### src/hw/uni_cfg_pkg.sv
// Package: register map, field layout, timing and bus carriers
package uni_cfg_pkg;
   localparam int ADDR_W = 8;
   localparam int DATA_W = 8;
   localparam int NUM_CHAN = 4;
   localparam int PHY_ADDR_W = 5;
   localparam int CELL_DATA_W = 16;

   // ----------------------------------------------------------------
   // Register offsets
   // ----------------------------------------------------------------
   localparam logic [7:0] ADDR_RESET_IDENT = 8'h00;
   localparam logic [7:0] ADDR_MASTER_CFG = 8'h01;
   localparam logic [7:0] ADDR_SYS_IF_CTRL = 8'h02;
   localparam logic [7:0] ADDR_FIFO_CTRL = 8'h04;
   localparam logic [7:0] ADDR_COUNTER_CTRL = 8'h05;
   localparam logic [7:0] ADDR_PATH_TRACE = 8'h28;
   localparam logic [7:0] ADDR_SS_DETECT = 8'h3d;
   localparam logic [7:0] ADDR_TX_SS_BITS = 8'h46;
   localparam logic [7:0] ADDR_PATH_LABEL = 8'h48;
   localparam logic [7:0] ADDR_SECT_TRACE = 8'h50;
   localparam logic [7:0] ADDR_CELL_OPTIONS = 8'h82;

   // ----------------------------------------------------------------
   // Field positions
   // ----------------------------------------------------------------
   localparam int BIT_SOFT_RESET = 7;
   localparam int BIT_VOLT_SEL = 0;
   localparam int BIT_CELL_PKT = 0;
   localparam int BIT_GROWTH_INS = 4;
   localparam int BIT_COUNT_XFER = 0;
   localparam int BIT_SHORT_TRACE = 0;
   localparam int BIT_SS_CHECK = 0;
   localparam int BIT_H4_DISABLE = 0;
   localparam int FIFO_LO = 0;
   localparam int FIFO_HI = 3;
   localparam int DONE_LO = 4;

   // ----------------------------------------------------------------
   // Reset values and codes
   // ----------------------------------------------------------------
   localparam logic [7:0] RST_LABEL = 8'h00;
   localparam logic [1:0] RST_TX_SS = 2'h0;
   localparam logic [1:0] SS_SDH_CODE = 2'h2;
   localparam logic [7:0] H4_FORCED = 8'h00;
   localparam logic [7:0] Z0_RESERVED = 8'h00;
   localparam logic [6:0] TRACE_LONG = 7'h40;
   localparam logic [6:0] TRACE_SHORT = 7'h10;
   localparam logic [3:0] IDENT_DEFAULT = 4'h5; // arbitrary value

   // ----------------------------------------------------------------
   // Timing
   // ----------------------------------------------------------------
   localparam int CLK_PERIOD_NS = 20;
   localparam int FIFO_CLEAR_MIN_NS = 1000;
   localparam int FIFO_CLEAR_CYC =
      (FIFO_CLEAR_MIN_NS + CLK_PERIOD_NS - 1) / CLK_PERIOD_NS;
   localparam int HOLD_W = $clog2(FIFO_CLEAR_CYC + 1);

   typedef struct packed {
      logic [CELL_DATA_W-1:0] data;
      logic startOfCell;
      logic parity;
   } rx_word_s;

   typedef struct packed {
      logic valid;
      logic [1:0] chan;
   } chan_sel_s;
endpackage

### src/hw/uni_cfg_cellbus.sv
// Mode configuration registers and multi-PHY cell bus polling
//
// Decided for this implementation: strobed register access.
`timescale 1ns/1ps

// Notes on behaviour
// Cell mode is the power-on system interface unless packet mode chosen.
// Reset comes from the low reset pin or the soft reset bit.
// Mode bit at 02: 0 selects cells, 1 selects packets.
// Software should load label 0x13 for cell payloads.
// Software should load label 0x16 or 0xCF for packet payloads.
// FIFOs of a channel stay cleared while its clear bit is set.
// Software clears monitoring counters through the transfer trigger bit.
// Offset byte insert disable at 0x82 forces H4 to 0x00.
// Overhead handling powers up as SONET; SDH only by registers.
// SS check at 0x3D demands received SS bits equal 10.
// Trace length bits choose 64 bytes when 0, 16 bytes when 1.
// Transmit SS field at 0x46: 00 for SONET, 10 for SDH.
// Growth byte insert 0 makes Z0 carry its column number.
// Voltage select at 0x01 switches all channels to 5V links.
// Polled transmit address answers whether that PHY takes a cell.
// Transmit address one cycle before enable selects the destination.
// Polling order is free and may restart during a transfer.
// Transmit cell-available driven only on an own address match.
// Receive address before enable selects who drives data lines.
// Receive cell-available driven only on an own address match.
module uni_cfg_cellbus
   import uni_cfg_pkg::*;
#(
   parameter logic [PHY_ADDR_W-1:0] PHY_BASE = 5'h00,
   parameter logic [3:0] IDENT_CODE = IDENT_DEFAULT
) (
   input wire logic ref_clk,
   input wire logic sys_rst,
   input wire logic resetPinN,
   input wire logic [ADDR_W-1:0] regAddr,
   input wire logic [DATA_W-1:0] regWrData,
   input wire logic regWr,
   input wire logic regRd,
   output logic [DATA_W-1:0] regRdData_q,
   input wire logic [PHY_ADDR_W-1:0] txPhyAddress,
   input wire logic txEnableN,
   input wire logic [NUM_CHAN-1:0] txSpace,
   output logic txCellAvailable_q,
   output logic txCellAvailableOe_q,
   output chan_sel_s txSel_q,
   input wire logic [PHY_ADDR_W-1:0] rxPhyAddress,
   input wire logic rxEnableN,
   input wire logic [NUM_CHAN-1:0] rxCellReady,
   input rx_word_s [NUM_CHAN-1:0] rxChanWord,
   output logic rxCellAvailable_q,
   output logic rxCellAvailableOe_q,
   output rx_word_s rxCellWord_q,
   output logic rxCellWordOe_q,
   output logic [NUM_CHAN-1:0] rxReadStrobe_q,
   output logic cellPacketSelect_q,
   output logic opticalLinkVoltageSelect_q,
   output logic [NUM_CHAN-1:0] fifoClear_q,
   output logic counterTransferTrigger_q,
   input wire logic [1:0] rxSsBits,
   output logic ssMismatch_q,
   output logic [1:0] txSsBits_q,
   output logic [DATA_W-1:0] pathSignalLabel_q,
   output logic [6:0] pathTraceLen_q,
   output logic [6:0] sectTraceLen_q,
   input wire logic [7:0] cellOffset,
   output logic [7:0] h4Byte_q,
   input wire logic [7:0] z0Column,
   output logic [7:0] z0Byte_q
);
   // ----------------------------------------------------------------
   // Reset and register writes
   // ----------------------------------------------------------------
   logic softReset_q;
   logic rst;
   logic pathShort_q;
   logic sectShort_q;
   logic ssCheckEnable_q;
   logic offsetByteInsertDisable_q;
   logic growthByteInsert_q;
   logic [NUM_CHAN-1:0] clearDone;
   logic [HOLD_W-1:0] holdCnt_q [NUM_CHAN];

   assign rst = sys_rst | ~resetPinN | softReset_q;

   // Soft reset is a one-cycle pulse so the bit reads back as zero
   always_ff @(posedge ref_clk) begin
      if (sys_rst || !resetPinN) begin
         softReset_q <= 1'b0;
      end else begin
         softReset_q <= regWr && regAddr == ADDR_RESET_IDENT
            && regWrData[BIT_SOFT_RESET];
      end
   end

   always_ff @(posedge ref_clk) begin
      if (rst) begin
         cellPacketSelect_q <= 1'b0;
         opticalLinkVoltageSelect_q <= 1'b0;
         fifoClear_q <= '0;
         growthByteInsert_q <= 1'b0;
         pathShort_q <= 1'b0;
         sectShort_q <= 1'b0;
         ssCheckEnable_q <= 1'b0;
         txSsBits_q <= RST_TX_SS;
         pathSignalLabel_q <= RST_LABEL;
         offsetByteInsertDisable_q <= 1'b0;
      end else if (regWr) begin
         unique case (regAddr)
            ADDR_MASTER_CFG: begin
               opticalLinkVoltageSelect_q <= regWrData[BIT_VOLT_SEL];
            end
            ADDR_SYS_IF_CTRL: begin
               cellPacketSelect_q <= regWrData[BIT_CELL_PKT];
            end
            ADDR_FIFO_CTRL: begin
               fifoClear_q <= regWrData[FIFO_HI:FIFO_LO];
               growthByteInsert_q <= regWrData[BIT_GROWTH_INS];
            end
            ADDR_PATH_TRACE: begin
               pathShort_q <= regWrData[BIT_SHORT_TRACE];
            end
            ADDR_SS_DETECT: begin
               ssCheckEnable_q <= regWrData[BIT_SS_CHECK];
            end
            ADDR_TX_SS_BITS: begin
               txSsBits_q <= regWrData[1:0];
            end
            ADDR_PATH_LABEL: begin
               pathSignalLabel_q <= regWrData;
            end
            ADDR_SECT_TRACE: begin
               sectShort_q <= regWrData[BIT_SHORT_TRACE];
            end
            ADDR_CELL_OPTIONS: begin
               offsetByteInsertDisable_q <= regWrData[BIT_H4_DISABLE];
            end
            default: begin
            end
         endcase
      end
   end

   // Transfer trigger is a pulse; counters latch and clear on it
   always_ff @(posedge ref_clk) begin
      if (rst) begin
         counterTransferTrigger_q <= 1'b0;
      end else begin
         counterTransferTrigger_q <= regWr && regAddr == ADDR_COUNTER_CTRL
            && regWrData[BIT_COUNT_XFER];
      end
   end

   // ----------------------------------------------------------------
   // FIFO clear hold time, per channel
   // ----------------------------------------------------------------
   // Status only: an early release still clears, software must check
   for (genvar c = 0; c < NUM_CHAN; c++) begin : g_hold
      always_ff @(posedge ref_clk) begin
         if (rst || !fifoClear_q[c]) begin
            holdCnt_q[c] <= '0;
         end else if (holdCnt_q[c] != HOLD_W'(FIFO_CLEAR_CYC)) begin
            holdCnt_q[c] <= holdCnt_q[c] + 1'b1;
         end
      end
      assign clearDone[c] = holdCnt_q[c] == HOLD_W'(FIFO_CLEAR_CYC);
   end

   // ----------------------------------------------------------------
   // Register reads
   // ----------------------------------------------------------------
   always_ff @(posedge ref_clk) begin
      if (rst) begin
         regRdData_q <= '0;
      end else if (regRd) begin
         unique case (regAddr)
            ADDR_RESET_IDENT: regRdData_q <= {4'h0, IDENT_CODE};
            ADDR_MASTER_CFG: regRdData_q <= {7'h00,
               opticalLinkVoltageSelect_q};
            ADDR_SYS_IF_CTRL: regRdData_q <= {7'h00, cellPacketSelect_q};
            ADDR_FIFO_CTRL: regRdData_q <= {clearDone[NUM_CHAN-1:1],
               growthByteInsert_q, fifoClear_q};
            ADDR_COUNTER_CTRL: regRdData_q <= {6'h00, ssMismatch_q, 1'b0};
            ADDR_PATH_TRACE: regRdData_q <= {7'h00, pathShort_q};
            ADDR_SS_DETECT: regRdData_q <= {7'h00, ssCheckEnable_q};
            ADDR_TX_SS_BITS: regRdData_q <= {6'h00, txSsBits_q};
            ADDR_PATH_LABEL: regRdData_q <= pathSignalLabel_q;
            ADDR_SECT_TRACE: regRdData_q <= {7'h00, sectShort_q};
            ADDR_CELL_OPTIONS: regRdData_q <= {7'h00,
               offsetByteInsertDisable_q};
            default: regRdData_q <= '0;
         endcase
      end else begin
         regRdData_q <= '0;
      end
   end

   // ----------------------------------------------------------------
   // SONET / SDH overhead settings
   // ----------------------------------------------------------------
   always_ff @(posedge ref_clk) begin
      if (rst) begin
         ssMismatch_q <= 1'b0;
         pathTraceLen_q <= TRACE_LONG;
         sectTraceLen_q <= TRACE_LONG;
         h4Byte_q <= H4_FORCED;
         z0Byte_q <= Z0_RESERVED;
      end else begin
         ssMismatch_q <= ssCheckEnable_q && rxSsBits != SS_SDH_CODE;
         pathTraceLen_q <= pathShort_q ? TRACE_SHORT : TRACE_LONG;
         sectTraceLen_q <= sectShort_q ? TRACE_SHORT : TRACE_LONG;
         h4Byte_q <= offsetByteInsertDisable_q ? H4_FORCED
            : cellOffset;
         z0Byte_q <= growthByteInsert_q ? Z0_RESERVED : z0Column;
      end
   end

   // ----------------------------------------------------------------
   // Cell bus address decode
   // ----------------------------------------------------------------
   // Bus only active in cell mode; packet transfer is handled elsewhere
   logic [PHY_ADDR_W-1:0] txOfs;
   logic [PHY_ADDR_W-1:0] rxOfs;
   logic txMatch;
   logic rxMatch;
   logic [PHY_ADDR_W-1:0] txAddrPrev_q;
   logic [PHY_ADDR_W-1:0] rxAddrPrev_q;
   logic txEnPrevN_q;
   logic rxEnPrevN_q;
   logic [PHY_ADDR_W-1:0] txPrevOfs;
   logic [PHY_ADDR_W-1:0] rxPrevOfs;
   chan_sel_s rxSel_q;

   assign txOfs = txPhyAddress - PHY_BASE;
   assign rxOfs = rxPhyAddress - PHY_BASE;
   assign txMatch = !cellPacketSelect_q && txOfs < PHY_ADDR_W'(NUM_CHAN);
   assign rxMatch = !cellPacketSelect_q && rxOfs < PHY_ADDR_W'(NUM_CHAN);
   assign txPrevOfs = txAddrPrev_q - PHY_BASE;
   assign rxPrevOfs = rxAddrPrev_q - PHY_BASE;

   always_ff @(posedge ref_clk) begin
      if (rst) begin
         // Low, so an enable held low across reset is no new selection
         txAddrPrev_q <= '0;
         rxAddrPrev_q <= '0;
         txEnPrevN_q <= 1'b0;
         rxEnPrevN_q <= 1'b0;
      end else begin
         txAddrPrev_q <= txPhyAddress;
         rxAddrPrev_q <= rxPhyAddress;
         txEnPrevN_q <= txEnableN;
         rxEnPrevN_q <= rxEnableN;
      end
   end

   // Polling answers follow the address by one cycle; any order allowed
   always_ff @(posedge ref_clk) begin
      if (rst) begin
         txCellAvailable_q <= 1'b0;
         txCellAvailableOe_q <= 1'b0;
         rxCellAvailable_q <= 1'b0;
         rxCellAvailableOe_q <= 1'b0;
      end else begin
         txCellAvailableOe_q <= txMatch;
         txCellAvailable_q <= txMatch && txSpace[txOfs[1:0]];
         rxCellAvailableOe_q <= rxMatch;
         rxCellAvailable_q <= rxMatch && rxCellReady[rxOfs[1:0]];
      end
   end

   // Selection taken from the address held the cycle before enable falls
   always_ff @(posedge ref_clk) begin
      if (rst || cellPacketSelect_q) begin
         txSel_q <= '0;
      end else if (txEnPrevN_q && !txEnableN) begin
         txSel_q.valid <= txPrevOfs < PHY_ADDR_W'(NUM_CHAN);
         txSel_q.chan <= txPrevOfs[1:0];
      end
   end

   always_ff @(posedge ref_clk) begin
      if (rst || cellPacketSelect_q) begin
         rxSel_q <= '0;
      end else if (rxEnPrevN_q && !rxEnableN) begin
         rxSel_q.valid <= rxPrevOfs < PHY_ADDR_W'(NUM_CHAN);
         rxSel_q.chan <= rxPrevOfs[1:0];
      end
   end

   // Data lines follow the selection; unselected keeps them released
   always_ff @(posedge ref_clk) begin
      if (rst) begin
         rxCellWord_q <= '0;
         rxCellWordOe_q <= 1'b0;
         rxReadStrobe_q <= '0;
      end else begin
         rxCellWordOe_q <= rxSel_q.valid;
         rxCellWord_q <= rxSel_q.valid ? rxChanWord[rxSel_q.chan] : '0;
         for (int c = 0; c < NUM_CHAN; c++) begin
            rxReadStrobe_q[c] <= rxSel_q.valid && !rxEnableN
               && rxSel_q.chan == 2'(c);
         end
      end
   end
endmodule

### config.mk
export PLATFORM = sky130hd
export DESIGN_NAME = uni_cfg_cellbus
export DESIGN_NICKNAME = d
export VERILOG_FILES = /design/src/hw/uni_cfg_pkg.sv /design/src/hw/uni_cfg_cellbus.sv
export SDC_FILE = /design/constraint.sdc
export NUM_CORES = 1
export LEC_CHECK = 0
export BUFFER_PORTS_ARGS = -buffer_cell sky130_fd_sc_hd__buf_2
export CAP_MARGIN = 20
export CORE_UTILIZATION = 40
export DETAILED_ROUTE_END_ITERATION = 7
export PLACE_DENSITY = 0.72
export SLEW_MARGIN = 20
export SYNTH_ARGS = -nofsm -noshare
export SYNTH_HDL_FRONTEND = slang
export SYNTH_SLANG_ARGS = --single-unit
export TNS_END_PERCENT = 20
### constraint.sdc
create_clock -name ref_clk -period 1.6 [get_ports ref_clk]
set_input_delay 0 -clock ref_clk [delete_from_list [all_inputs] [get_ports ref_clk]]
set_output_delay 0 -clock ref_clk [all_outputs]
set_load 0.02 [all_outputs]
==> impl_metrics.env <==
export IMPL_outcome="completed"
export IMPL_vias=4206
export IMPL_area_share_of_the_largest_cell_type_after_synthesis_pct=39.6
export IMPL_routed_via_density=4.97
export IMPL_power_per_cell_area_nw_per_um2=1020
export IMPL_regToRegStartpoint="holdCnt_q[1][0]"
export IMPL_drt_total_wl_um=12700
export IMPL_post_synth_top_area_cell="dfxtp_1"
export IMPL_skew_ps=9.77
export IMPL_largest_family_of_logic_cells_by_synthesized_area="simple AND/OR/NAND/NOR gates"
export IMPL_holdCritStartpoint="regRd"
export IMPL_r2r_cells=5
export IMPL_buffer_cell_driving_the_clock_tree_root="clkbuf_16"
export IMPL_tritoncts_buffers=17
export IMPL_route_antenna_remaining_nets=0
export IMPL_post_layout_minimum_cycle_time_ps=1470
export IMPL_area_delta_synth_final_pct=44.1
export IMPL_synth_flop_cell="dfxtp_1"
export IMPL_relSlewSlack_pct=63.2
export IMPL_crit_path_top_delay_cell="edfxtp_1"
export IMPL_synthesis_instances=429
export IMPL_critical_path_cell_count=5
export IMPL_syn_avg_cell_area_um2=11.4
export IMPL_synthSimpleGateAreaFrac_pct=23.6
export IMPL_area_fraction_in_compound_gates_after_synthesis_pct=3.78
export IMPL_insertedDiodeCount=0
export IMPL_placedCellCount=774
export IMPL_groute_usage_overall_pct=21.0
export IMPL_dpl_cell_area_um2=6070
export IMPL_synth_seq_cells=115
export IMPL_synthesis_area_um2=4900
export IMPL_floorplan_initialDensity_pct=41.0
export IMPL_post_synth_xor_area_fraction_pct=2.14
export IMPL_clock_sink_count=115
export IMPL_die_height_um=113
export IMPL_vias_in_the_first_global_route=4242
export IMPL_die_width_um=113
export IMPL_grt_max_degree=27
export IMPL_crit_path_max_incr_delay_ps=390
export IMPL_yosysMostFrequentCell="dfxtp_1"
export IMPL_vdd_ir_drop_worst_uv=649
export IMPL_synth_async_reset_ratio_pct=0
export IMPL_crit_path_start="holdCnt_q[1][0]"
export IMPL_core_rowCount=40
export IMPL_final_hold_viol_count=0
export IMPL_max_freq_mhz=678
export IMPL_detailedPlace_worstSlack_ps=116
export IMPL_cts_clk_slew_worst_paths_ps=50
export IMPL_synthDistinctLibCells=51
export IMPL_start_kind="register"
export IMPL_power_leakage_nw=3.26
export IMPL_yosysSeqAreaShare_pct=50.6
export IMPL_unrepaired_setup_endpoints_after_global_routing="true"
export IMPL_critPathRequiredTime_ps=1740
export IMPL_port_buffers=206
export IMPL_setup_slack_ps=126
export IMPL_wl_per_cell_um=15.0
export IMPL_worstPathArrival_ps=1620
export IMPL_htreeDepth=4
export IMPL_synthMuxAreaShare_pct=13.1
export IMPL_fin_setup_tns_ps=0
export IMPL_drc=0
export IMPL_hold_slack_ps=29.9
export IMPL_nNetsFinal=824
export IMPL_detailedPlacementHpwl_um=9450
export IMPL_initial_antenna_violation_count=0
export IMPL_worstMarginPinSlew_ps=547
export IMPL_final_core_utilization_pct=59.1
export IMPL_setup_worst_path_end_class="register"
export IMPL_cap_violations=0
export IMPL_hold_class="in -> reg"
export IMPL_yosys_top_cells_count="97 x dfxtp_1, 54 x nor2_1, 34 x and2_1, 22 x and3_1"
export IMPL_globalplace_congestion=0.900
export IMPL_detailedRoute_firstIterationViolations=172
export IMPL_path_cells="inv_1 > ha_1 > nand4b_1 > o211ai_1 > nor2_1"
export IMPL_final_setup_viol_count=0
export IMPL_die_area_um2=12700
export IMPL_synth_edf_count=18
export IMPL_synth_top_cells_by_area="dfxtp_1 40%, edfxtp_1 11%, mux4_2 9.2%, and2_1 4.3%, nor2_1 4.1%"
export IMPL_worstPathBufferInverterCount=1
export IMPL_io_pins=217
export IMPL_slew_viol_final=0
export IMPL_layout_drive_gt1_share_pct=41.4
export IMPL_synth_yosys_warnings=0
export IMPL_clockBufferDepth=2
export IMPL_stdcell_count=847
export IMPL_clk_latency_ps=410
export IMPL_report_power_total_mw=7.19
export IMPL_core_area_um2=12000
export IMPL_dr_pass1_iters=4
export IMPL_layout_cell_area_non_filler_um2=7070
export IMPL_worstPathMaxFanout=5
export IMPL_grt_first_pass_wirelength_um=20500
export IMPL_path_delay_family="flip-flops"
export IMPL_final_min_period_over_clock_period_pct=92.2
export IMPL_adder_cell_share_of_the_synthesized_area_pct=1.53
export IMPL_fillCellCount=1011
export IMPL_clock_tree_from_tritoncts="done"
export IMPL_whs_path_depth=3
export IMPL_path_class="reg -> reg"
export IMPL_globalRoute_totalOverflow=0
==> state kept, by name, indices dropped and copies added, names as in the netlist, 4 cells and up <==
register           count
rxReadStrobe_q         4
z0Byte_q               8
fifoClear_q            4
rxCellWord_q          18
txAddrPrev_q           5
holdCnt_q             18
regRdData_q            8
pathSignalLabel_q      8
h4Byte_q               8
rxAddrPrev_q           5
==> repair_timing <==
action,4_1_cts,5_1_grt
hold buffers,41,0
hold endpoints to repair,56,0
resized for setup,0,1
setup endpoints to repair,0,11
buffers inserted,0,0
==> layout by cell type (no fill, tap or decap), types with 6 or more instances in the layout <==
master	instances
a21oi_2	8
and2_1	34
and3_1	22
buf_2	206
buf_4	12
clkbuf_1	8
clkbuf_16	17
conb_1	10
dfxtp_1	97
dlygate4sd3_1	41
edfxtp_1	18
ha_1	6
inv_1	9
mux2i_1	19
mux4_2	20
nand2_1	14
nand3_1	19
nand3_2	9
nor2_1	54
xnor2_1	6
xor2_1	6
==> power breakdown <==
| part | switching, mW | total, mW | internal, mW | leakage, nW |
|---|---|---|---|---|
| Sequential | 0.00850 | 2.97 | 2.96 | 1.01 |
| Combinational | 0.237 | 0.519 | 0.283 | 1.97 |
| Clock | 1.18 | 3.70 | 2.52 | 0.284 |
| Total | 1.43 | 7.19 | 5.77 | 3.26 |
==> worst register-to-register path: cells and delay by family (launching register included) <==
kind            cells  cell delay (ps)
compound gates      1              390
fa+ha+maj           1              140
buf+inv             1               70
flops               1              390
simple gates        2              220
==> cell families (layout without fill, tap and decap cells) <==
family          count (synthesis)  after routing
fa+ha+maj                       6              6
compound gates                 24             24
simple gates                  192            192
xor+xnor                       12             12
other cells                     1             10
mux                            39             39
buf+inv                        40            302
flops                         115            115
==> per-layer routing <==
layer	share of wire, %	vias to the layer above	GRT usage [%]
met1	42	2002	24.8
li1	-	2020	-
met5	0	-	0
met4	1.4	0	8.27
met3	5.9	16	6.05
met2	51	168	36.2
==> final timing paths <==
check / to / slack [ps]
setup / recovery: holdCnt_q[1][2] / 130
hold / removal: regRdData_q[6] / 30
setup reg to reg: holdCnt_q[1][2] / 130
hold reg to reg: rxSel_q[1] / 470
==> final cells by class <==
cell class / count / area (um2) / area share [%]
clock buffers: 27 / 483 / 6.83
clock inverters: 5 / 100 / 1.42
inverters: 9 / 33.8 / 0.478
multi-input cells: 283 / 2210 / 31.3
flip-flops and latches: 115 / 2480 / 35.1
well taps: 147 / 184 / 2.60
repair buffers: 261 / 1570 / 22.2
Note: power is estimated with default switching activity, not from simulation.
